[src/atc_pkg.sv]
// package: register map, field layout and timing constants for the converter timing control
package atc_pkg;

  // ==========================================================================
  // register map
  localparam logic [3:0]  CTRL0_OFFSET     = 4'h0;   // converter_control_0 byte address
  localparam logic [3:0]  STATUS_OFFSET    = 4'h4;   // conversion status
  localparam logic [3:0]  RESULT_OFFSET    = 4'h8;   // last conversion result
  localparam logic [3:0]  START_OFFSET     = 4'hC;   // write any value to start
  localparam logic [15:0] CTRL0_RESET      = 16'h0000;
  localparam logic [31:0] UNMAPPED_READ    = 32'h0000_0000;

  // ==========================================================================
  // field positions inside converter_control_0
  localparam int DIV_SEL_LSB   = 0;
  localparam int DIV_SEL_W     = 5;
  localparam int FINAL_SEL_LSB = 5;
  localparam int FINAL_SEL_W   = 2;
  localparam int RES_BIT = 7;
  localparam logic [15:0] CTRL0_USED_MASK = 16'h00FF;

  // ==========================================================================
  // phase lengths in converter clock periods
  localparam logic [4:0] INIT_SAMPLE_CLKS = 5'h02;
  localparam logic [4:0] TRANSFER_CLKS    = 5'h02;
  localparam logic [4:0] RESOLVE8_CLKS    = 5'h0A;
  localparam logic [4:0] RESOLVE10_CLKS   = 5'h0C;
  localparam logic [4:0] FINAL_SAMPLE_00  = 5'h02;
  localparam logic [4:0] FINAL_SAMPLE_01  = 5'h04;
  localparam logic [4:0] FINAL_SAMPLE_10  = 5'h08;
  localparam logic [4:0] FINAL_SAMPLE_11  = 5'h10;

  // ==========================================================================
  // types
  typedef enum {PH_IDLE, PH_INIT, PH_XFER, PH_FINAL, PH_RESOLVE} atc_phase_t;

  typedef struct packed {
    logic       resolution_select;
    logic [1:0] final_sample_select;
    logic [4:0] clock_divider_select;
  } atc_cfg_t;

  typedef struct packed {
    logic       start;
    logic [9:0] data;
    logic       data_valid;
  } atc_core_in_t;

endpackage

[src/atc_prescaler.sv]
// two-stage prescaler: programmable modulus counter then divide-by-two
`timescale 1ns/1ps
`default_nettype none
module atc_prescaler #(
  parameter int          CODE_W = 5,
  // offset added to the code to give the first-stage divide ratio minus one; default ratio = code + 2, capped at 32
  parameter logic [31:0] RATIO_OFFSET = 32'h0000_0001
) (
  input  wire logic              clk_sys_i,
  input  wire logic              rstn_i,
  input  wire logic [CODE_W-1:0] code_i,
  output logic                   tick_o
);

  typedef struct packed {
    logic [CODE_W:0] cnt;
    logic            half;
    logic            tick;
  } atc_ps_state_t;

  atc_ps_state_t state_reg;
  atc_ps_state_t state_next;

  // ==========================================================================
  // configurable code-to-terminal-count lookup
  // largest terminal count: first stage never divides by more than 2**CODE_W
  localparam logic [CODE_W:0] TERM_MAX = {1'b0, {CODE_W{1'b1}}};

  // configurable ratio lookup
  function automatic logic [CODE_W:0] term_count(input logic [CODE_W-1:0] c);
    logic [CODE_W+1:0] sum;
    sum        = {2'b00, c} + RATIO_OFFSET[CODE_W+1:0];
    term_count = (sum > {1'b0, TERM_MAX}) ? TERM_MAX : sum[CODE_W:0];
  endfunction

  // ==========================================================================
  // no reload on code change: the >= compare ends the count at once if a smaller limit was passed
  // modulus counter stage
  always_comb begin
    state_next      = state_reg;
    state_next.tick = 1'b0;
    if (state_reg.cnt >= term_count(code_i)) begin
      state_next.cnt  = '0;
      // halving second stage
      state_next.half = ~state_reg.half; // second stage halves
      state_next.tick = state_reg.half;  // one pulse per converter clock
    end else begin
      state_next.cnt = state_reg.cnt + 1'b1;
    end
  end

  always_ff @(posedge clk_sys_i or negedge rstn_i) begin
    if (!rstn_i) begin
      state_reg <= '0;
    end else begin
      state_reg <= state_next;
    end
  end

  assign tick_o = state_reg.tick;

endmodule
`default_nettype wire

[src/atc_top.sv]
// converter timing control: register slave, prescaler and conversion phase sequencer
//
// Chosen here: register access over Avalon-MM and the placing of the registers.
`timescale 1ns/1ps
`default_nettype none
// Notes on behaviour
// resolution bit clear gives 8-bit conversion, set gives 10-bit.
// control register writes change all settings immediately.
// result alignment follows selected resolution.
// conversion runs initial sample, transfer, final sample, resolution in order.
// initial sample lasts two converter clocks.
// transfer lasts two converter clocks.
// resolution lasts ten clocks for 8-bit, twelve for 10-bit.
// final sample code 00/01/10/11 gives 2/4/8/16 converter clocks.
// converter clock comes from system clock through two prescaler stages.
// first stage is 5-bit modulus counter, ratio two to 32.
// second stage halves first stage output.
// code-to-ratio mapping is a configurable lookup.
module atc_top #(
  parameter logic [31:0] RATIO_OFFSET = 32'h0000_0001
) (
  input  wire logic        clk_sys_i,
  input  wire logic        rstn_i,
  input  wire logic [3:0]  avs_address_i,
  input  wire logic        avs_read_i,
  input  wire logic        avs_write_i,
  input  wire logic [31:0] avs_writedata_i,
  input  wire logic [3:0]  avs_byteenable_i,
  output logic [31:0]      avs_readdata_o,
  output logic             avs_waitrequest_o,
  input  wire logic [9:0]  core_data_i,
  output logic             conv_clk_tick_o,
  output logic             core_sample_o,
  output logic             core_transfer_o,
  output logic             core_resolve_o,
  output logic             core_ten_bit_o,
  output logic             busy_o
);

  typedef struct packed {
    logic [15:0]        ctrl;
    atc_pkg::atc_phase_t phase;
    logic [4:0]         left;
    logic [15:0]        result;
    logic               done;
    logic               ack;
    logic [31:0]        rdata;
    logic               tick;
    logic               sample;
    logic               transfer;
    logic               resolve;
    logic               busy;
    logic               wait_req;
  } atc_state_t;

  atc_state_t state_reg;
  atc_state_t state_next;
  atc_pkg::atc_cfg_t cfg;
  logic tick;

  // ==========================================================================
  // live config: every field used directly from the register
  // immediate effect
  assign cfg.resolution_select    = state_reg.ctrl[atc_pkg::RES_BIT];
  assign cfg.final_sample_select  = state_reg.ctrl[atc_pkg::FINAL_SEL_LSB +: atc_pkg::FINAL_SEL_W];
  assign cfg.clock_divider_select = state_reg.ctrl[atc_pkg::DIV_SEL_LSB +: atc_pkg::DIV_SEL_W];

  // ==========================================================================
  // prescaler
  // two-stage prescaler instance
  atc_prescaler #(
    .CODE_W       (atc_pkg::DIV_SEL_W),
    .RATIO_OFFSET (RATIO_OFFSET)
  ) u_prescaler (
    .clk_sys_i (clk_sys_i),
    .rstn_i    (rstn_i),
    .code_i    (cfg.clock_divider_select),
    .tick_o    (tick)
  );

  // final sample lookup
  function automatic logic [4:0] final_len(input logic [1:0] sel);
    unique case (sel)
      2'b00: final_len = atc_pkg::FINAL_SAMPLE_00;
      2'b01: final_len = atc_pkg::FINAL_SAMPLE_01;
      2'b10: final_len = atc_pkg::FINAL_SAMPLE_10;
      2'b11: final_len = atc_pkg::FINAL_SAMPLE_11;
    endcase
  endfunction

  // resolution length by width
  function automatic logic [4:0] resolve_len(input logic ten);
    resolve_len = ten ? atc_pkg::RESOLVE10_CLKS : atc_pkg::RESOLVE8_CLKS;
  endfunction

  logic wr_hit;
  logic rd_hit;
  assign wr_hit = avs_write_i && !state_reg.ack;
  assign rd_hit = avs_read_i && !state_reg.ack;

  // ==========================================================================
  // bus slave, sequencer and result capture
  always_comb begin
    state_next       = state_reg;
    state_next.ack   = 1'b0;
    state_next.tick  = tick;
    // one wait cycle per access, answered next edge
    if (wr_hit || rd_hit) begin
      state_next.ack = 1'b1;
    end
    if (wr_hit && avs_address_i == atc_pkg::CTRL0_OFFSET) begin
      if (avs_byteenable_i[0]) begin
        state_next.ctrl[7:0] = avs_writedata_i[7:0] & atc_pkg::CTRL0_USED_MASK[7:0];
      end
    end
    if (rd_hit) begin
      unique case (avs_address_i)
        atc_pkg::CTRL0_OFFSET:  state_next.rdata = {16'h0000, state_reg.ctrl};
        atc_pkg::STATUS_OFFSET: state_next.rdata = {30'h0000_0000, state_reg.done,
                                                    state_reg.phase != atc_pkg::PH_IDLE};
        atc_pkg::RESULT_OFFSET: state_next.rdata = {16'h0000, state_reg.result};
        default:                state_next.rdata = atc_pkg::UNMAPPED_READ;
      endcase
    end
    // phase sequence advanced on converter clock ticks
    if (state_reg.phase == atc_pkg::PH_IDLE) begin
      if (wr_hit && avs_address_i == atc_pkg::START_OFFSET) begin
        state_next.phase = atc_pkg::PH_INIT;
        state_next.left  = atc_pkg::INIT_SAMPLE_CLKS; // two clocks
        state_next.done  = 1'b0;
      end
    end else if (tick) begin
      if (state_reg.left > 5'h01) begin
        state_next.left = state_reg.left - 5'h01;
      end else begin
        unique case (state_reg.phase)
          atc_pkg::PH_INIT: begin
            state_next.phase = atc_pkg::PH_XFER;
            state_next.left  = atc_pkg::TRANSFER_CLKS; // two clocks
          end
          atc_pkg::PH_XFER: begin
            state_next.phase = atc_pkg::PH_FINAL;
            state_next.left  = final_len(cfg.final_sample_select);
          end
          atc_pkg::PH_FINAL: begin
            state_next.phase = atc_pkg::PH_RESOLVE;
            state_next.left  = resolve_len(cfg.resolution_select);
          end
          default: begin
            state_next.phase = atc_pkg::PH_IDLE;
            state_next.left  = '0;
            state_next.done  = 1'b1;
            // R1: 10-bit right aligned, 8-bit takes upper eight bits
            state_next.result = cfg.resolution_select ? {6'h00, core_data_i}
                                                      : {8'h00, core_data_i[9:2]};
          end
        endcase
      end
    end
    // reading status clears done unless a conversion completes now
    if (rd_hit && avs_address_i == atc_pkg::STATUS_OFFSET && state_next.done == state_reg.done) begin
      state_next.done = 1'b0;
    end
    // port flops follow the next phase so they switch on the same edge as it
    state_next.sample   = (state_next.phase == atc_pkg::PH_INIT) || (state_next.phase == atc_pkg::PH_FINAL);
    state_next.transfer = state_next.phase == atc_pkg::PH_XFER;
    state_next.resolve  = state_next.phase == atc_pkg::PH_RESOLVE;
    state_next.busy     = state_next.phase != atc_pkg::PH_IDLE;
    state_next.wait_req = !state_next.ack;
  end

  always_ff @(posedge clk_sys_i or negedge rstn_i) begin
    if (!rstn_i) begin
      state_reg       <= '0;
      state_reg.ctrl  <= atc_pkg::CTRL0_RESET;
      state_reg.phase <= atc_pkg::PH_IDLE;
      state_reg.wait_req <= 1'b1; // bus stalled while in reset
    end else begin
      state_reg <= state_next;
    end
  end

  // ==========================================================================
  // outputs straight from state flops
  assign avs_readdata_o    = state_reg.rdata;
  assign avs_waitrequest_o = state_reg.wait_req;
  assign conv_clk_tick_o   = state_reg.tick;
  assign core_sample_o     = state_reg.sample;
  assign core_transfer_o   = state_reg.transfer;
  assign core_resolve_o    = state_reg.resolve;
  assign core_ten_bit_o    = state_reg.ctrl[atc_pkg::RES_BIT];
  assign busy_o            = state_reg.busy;

endmodule
`default_nettype wire

[config.mk]
export PLATFORM = sky130hd
export DESIGN_NAME = atc_top
export DESIGN_NICKNAME = d
export VERILOG_FILES = /design/src/atc_pkg.sv /design/src/atc_prescaler.sv /design/src/atc_top.sv
export SDC_FILE = /design/constraint.sdc
export NUM_CORES = 1
export LEC_CHECK = 0
export ABC_AREA = 0
export BUFFER_PORTS_ARGS = -buffer_cell sky130_fd_sc_hd__buf_2
export CAP_MARGIN = 20
export CORE_MARGIN = 5
export CORE_UTILIZATION = 34
export CTS_CLUSTER_DIAMETER = 200
export DETAILED_ROUTE_END_ITERATION = 7
export SETUP_SLACK_MARGIN = 0.1
export SYNTH_ARGS = -nofsm -noshare
export SYNTH_HDL_FRONTEND = slang
export SYNTH_SLANG_ARGS = --single-unit
[constraint.sdc]
create_clock -name clk_sys_i -period 3.26 [get_ports clk_sys_i]
set_input_delay 0.163 -clock clk_sys_i [delete_from_list [all_inputs] [get_ports clk_sys_i]]
set_output_delay 0.163 -clock clk_sys_i [all_outputs]
set_load 0.005 [all_outputs]
## After elaboration in Yosys (flattened, before gate mapping)

Index checks and enable logic that the tools add are counted.

- Register bits: 109
- Input port bits: 54
- Output and inout port bits: 39

- Add/sub/neg operators: 3
- Magnitude comparators: 3
- Eq/ne operators: 15
- Multiplexer cells: 19
- Bitwise gates (word level): 4
- Reduce and logical (&&, ||, !) cells: 20

Operator list:

| kind | count |
|---|---|
| 32-bit by 2-bit == test with 1-bit output, second input constant | 3 |
| 37-bit 2-to-1 mux | 2 |
| 32-bit by 3-bit == test with 1-bit output, second input constant | 2 |
| 32-bit nonzero test | 2 |
| 54-bit 2-to-1 mux | 1 |
| 16-bit case mux with 3 select lines | 1 |
| 17-bit 2-to-1 mux | 2 |
| 32-bit by 1-bit == test with 1-bit output, second input constant | 1 |
| 32-bit by 4-bit == test with 1-bit output, second input constant | 1 |
| 32-bit logical NOT | 1 |
| 32-bit 2-to-1 mux | 1 |
| 8-bit case mux with 3 select lines | 1 |
| 5-bit case mux with 4 select lines | 1 |
| 6-bit 2-to-1 mux | 2 |
| 10-bit 2-to-1 mux | 1 |
| 4-bit == test, second input constant | 2 |
| 7-bit by 5-bit > comparator with 1-bit output, second input constant | 1 |
| 5-bit by 1-bit adder with 6-bit output, second input constant | 1 |
| 6-bit by 1-bit adder with 6-bit output, second input constant | 1 |
| 6-bit greater-or-equal comparator | 1 |
| 1-bit logical AND | 6 |
| 5-bit by 1-bit > comparator with 1-bit output, second input constant | 1 |
| 1-bit 2-to-1 mux | 5 |
| 5-bit 2-to-1 mux | 1 |
| 16 further kinds | 23 |

## Longest topological paths before layout

- Word-level depth: 9
- Gate-level depth with buffers: 10
- Gate-level depth less buffers: 10

## Cells and area by module

A second synthesis with hierarchy kept.

- Cell total of the unflattened synthesis: 370
- Area total of the unflattened synthesis: 4072.7 um^2

Modules (own cells, without submodules):

| module | times used | cells each | area each (um^2) |
|---|---|---|---|
| atc_top | 1 | 313 | 3523.4 |
| atc_prescaler | 1 | 57 | 549.3 |

## Worst setup path after synthesis

No wires, ideal clock.

- Path kind: flip-flop to flip-flop
- From: reg state_reg[83] (netlist name)
- To: reg state_reg[82] (netlist name)
- Arrival time: 2.286 ns
- Data required time: 3.141 ns
- Path slack: 0.855 ns
- Stages on the path, launching flop included: 10
- Buffers on the path: 3
- Cell sequence: dfrtp_1 -> nor4_1 -> nand2_1 -> or4_4 -> or3_1 -> buf_2 -> o21a_1 -> buf_6 -> buf_6 -> and2_1

RTL lines:

| what | RTL line | source |
|---|---|---|
| from (decl) | atc_top.sv:56 | `atc_state_t state_reg;` |
| from (signal assigned) | atc_top.sv:179 | `state_reg <= state_next;` |

==> flow_metrics.tcl <==
set metrics [dict create \
    status "complete, no violations" \
    fmax_mhz 351 \
    hold_viol 0 \
    synthAdderAreaFrac 0.0356 \
    p_seq_frac 0.449 \
    cts.path.max_buffers 2 \
    synth_seq_cells 81 \
    postSynth.asyncResetShare 1.00 \
    worstSetupStartpointType "flop" \
    p_sw_frac 0.289 \
    grt_first_pass_wirelength_um 12500 \
    clock-sinks 81 \
    overflow 0 \
    cts-buffers-inserted 9 \
    ios 93 \
    endpoint_kind "flop" \
    wl_um 7480 \
    synth.top_cell.area_share 0.518 \
    ys.flop_type "dfrtp_1" \
    tritoncts "done" \
    core_um2 11300 \
    port_buffers 43 \
    tightest_slew_ps 713 \
    maxSlewViolCount 0 \
    syn_to_final_growth_pct 14.0 \
    cts_htree_levels 3 \
    min_period_ps 2850 \
    post_synth.cell_area_avg_um2 10.5 \
    finalCoreUtilization 0.391 \
    cts_root_buf "clkbuf_16" \
    p_switching_mw 0.820 \
    rsz0062_at_grt "false" \
    worstHoldPathType "in2reg" \
    crit_end "state_reg[77]" \
    fin_crit_sh 0.873 \
    synth-simple-area-share 0.174 \
    vias 2623 \
    antenna_found_initial 0 \
    ff2ff_path_depth 6 \
    postRouteAntennaNets 0 \
    gp_congestion 0.775 \
    synth_common_cells "dfrtp_1 (80), buf_4 (32), and2_1 (31)" \
    powerDensity_nw_per_um2 645 \
    critPathRequiredTime_ps 3490 \
    regToRegStartpoint "state_reg[83]" \
    grt_max_degree 82 \
    cap_violations 0 \
    layout-drive-gt1-share 0.179 \
    rows 39 \
    fin_worst_skew_ps 9.05 \
    fin_setup_tns_ps 0 \
    die_x_um 117 \
    yosysUniqueCellTypes 45 \
    largest_reg_flops 49 \
    diodes 0 \
    grt.total_usage 0.118 \
    ys_seq_area_frac 0.525 \
    first_global_vias 2507 \
    drcViolationCount 0 \
    synthMuxAreaShare 0.0674 \
    dieHeight_um 117 \
    synth_area_leaders "dfrtp_1 (52%), buf_4 (6.2%), and2_1 (5.0%)" \
    synth_compound_area_frac 0.0949 \
    r2r_end "state_reg[77]" \
    yosys_warnings 0 \
    syn-cell-area_um2 3860 \
    clk_pin_slew_worst_paths_ps 70 \
    drtIter0Drc 186 \
    setup_viol 0 \
    r2r_slack_ps 410 \
    synth_edf_count 0 \
    via_per_inst 4.80 \
    cts_setup_buffers 0 \
    clkPwrFrac 0.394 \
    final_nets 463 \
    power_leakage_nw 2.13 \
    clk_latency_ps 340 \
    netlist_instances 367 \
    synth_top_family_by_area "simple AND/OR/NAND/NOR gates" \
    initial_utilization 0.343 \
    critPathMaxFanout 29 \
    yosysMostFrequentCell "dfrtp_1" \
    hpwl_um 5300 \
    first_pass_iters 4 \
    path_class "reg2reg" \
    yosys.area_share.xor_xnor 0.0113 \
    power.internal_mw 2.02 \
    yosysTopAreaCell "dfrtp_1" \
    die_area_um2 13600 \
    cp.arrival_ps 3070 \
    max-vdd-ir-drop_mv 0.297 \
    slew_headroom 0.523 \
    startpoint "state_reg[83]" \
    p_comb_frac 0.157 \
    wl_per_cell_um 13.7 \
]
==> critical path, cell delays in order, from the launching register on <==
cell     delay [ps]
dfrtp_1         380
nor4_1          400
nand2_1         120
or4_4           620
or3_1           520
o21a_1          410
and2_1          290
==> placed cells by master, fill, tap and decap left out, types with 2 or more instances in the layout <==
cell,netlist,routed
xor2_1,3,3
conb_1,2,23
mux2_2,8,8
and2_1,31,31
nand2b_1,5,5
ha_1,11,11
nor2_1,26,26
nand3_1,13,13
buf_2,1,42
nand2_1,26,26
o21a_1,2,2
inv_1,8,8
clkbuf_16,0,9
o31ai_1,4,4
inv_6,0,3
a21oi_1,18,18
xnor2_1,2,2
and3_1,3,3
dfrtp_1,80,80
buf_4,32,3
bufinv_16,0,2
a31oi_1,4,4
mux2i_1,17,17
o21ai_0,15,15
or4_1,2,2
nor3_1,4,4
a32o_1,3,3
a22o_1,2,2
or3_1,3,3
nor4_1,10,10
a21o_1,3,3
==> through the flow <==
stage / worst slack, ps / hold WS [ps] / cells / power [mW] / area, um2
6_report: 413 / 50.6 / 546 / 2.84 / 4400
5_1_grt: 124 / 47.3 / 546 / 3.00 / 4400
4_1_cts: 387 / 39.0 / 544 / 2.87 / 4370
3_5_place_dp: 406 / 400 / 528 / 1.74 / 4040
3_3_place_gp: 456 / 387 / 528 / 1.72 / 4040
2_1_floorplan: 855 / -133 / 388 / 1.61 / 3940
==> what timing repair did <==
item                                   4_1_cts  5_1_grt
hold buffers                                 0        1
resized for setup                            0        0
endpoints found under the hold margin        0       14
==> worst min path at each step <==
stage	slack, ps	from	to	cells past startpoint
final	50	avs_writedata_i[7]	core_ten_bit_o	2
after global routing	50	avs_writedata_i[7]	core_ten_bit_o	2
after CTS	40	rstn_i	avs_readdata_o[3]	1
after detailed placement	400	rstn_i	avs_readdata_o[3]	1
after global placement	390	rstn_i	avs_readdata_o[3]	1
after floorplan	-130	rstn_i	avs_readdata_o[0]	0
==> power groups by stage <==
| stage | Clock (mW) | Combinational [mW] | Sequential (mW) |
|---|---|---|---|
| after floorplan | 0 | 0.388 | 1.22 |
| after global routing | 1.19 | 0.518 | 1.30 |
| final | 1.12 | 0.446 | 1.27 |
| after detailed placement | 0 | 0.444 | 1.29 |
| after CTS | 1.15 | 0.447 | 1.27 |
| after global placement | 0 | 0.436 | 1.29 |
==> cells by family (layout without fill, tap and decap cells) <==
| logic type | after synthesis | after routing |
|---|---|---|
| compound gates | 58 | 58 |
| xor+xnor | 5 | 5 |
| fa+ha+maj | 11 | 11 |
| buf+inv | 56 | 71 |
| flops | 81 | 81 |
| mux | 25 | 25 |
| other cells | 2 | 23 |
| simple gates | 129 | 129 |
==> layout make-up <==
class / instances / area [um2]
clock buffers: 9 / 225
clock inverters: 7 / 105
fillers: 1070 / 6870
inverters: 8 / 30.0
multi-input cells: 251 / 1570
flip-flops and latches: 81 / 2030
well taps: 143 / 179
repair buffers: 47 / 270
==> layer usage <==
layer | wire (um) | global-route usage | up-vias | part of all wire
met5 | 0 | 0 | - | 0
li1 | - | - | 1283 | -
met3 | 454 | 0.0337 | 14 | 0.061
met4 | 217 | 0.0573 | 0 | 0.029
met1 | 3440 | 0.156 | 1266 | 0.46
met2 | 3370 | 0.177 | 60 | 0.45
No activity file was read; power rests on OpenSTA's default activity.
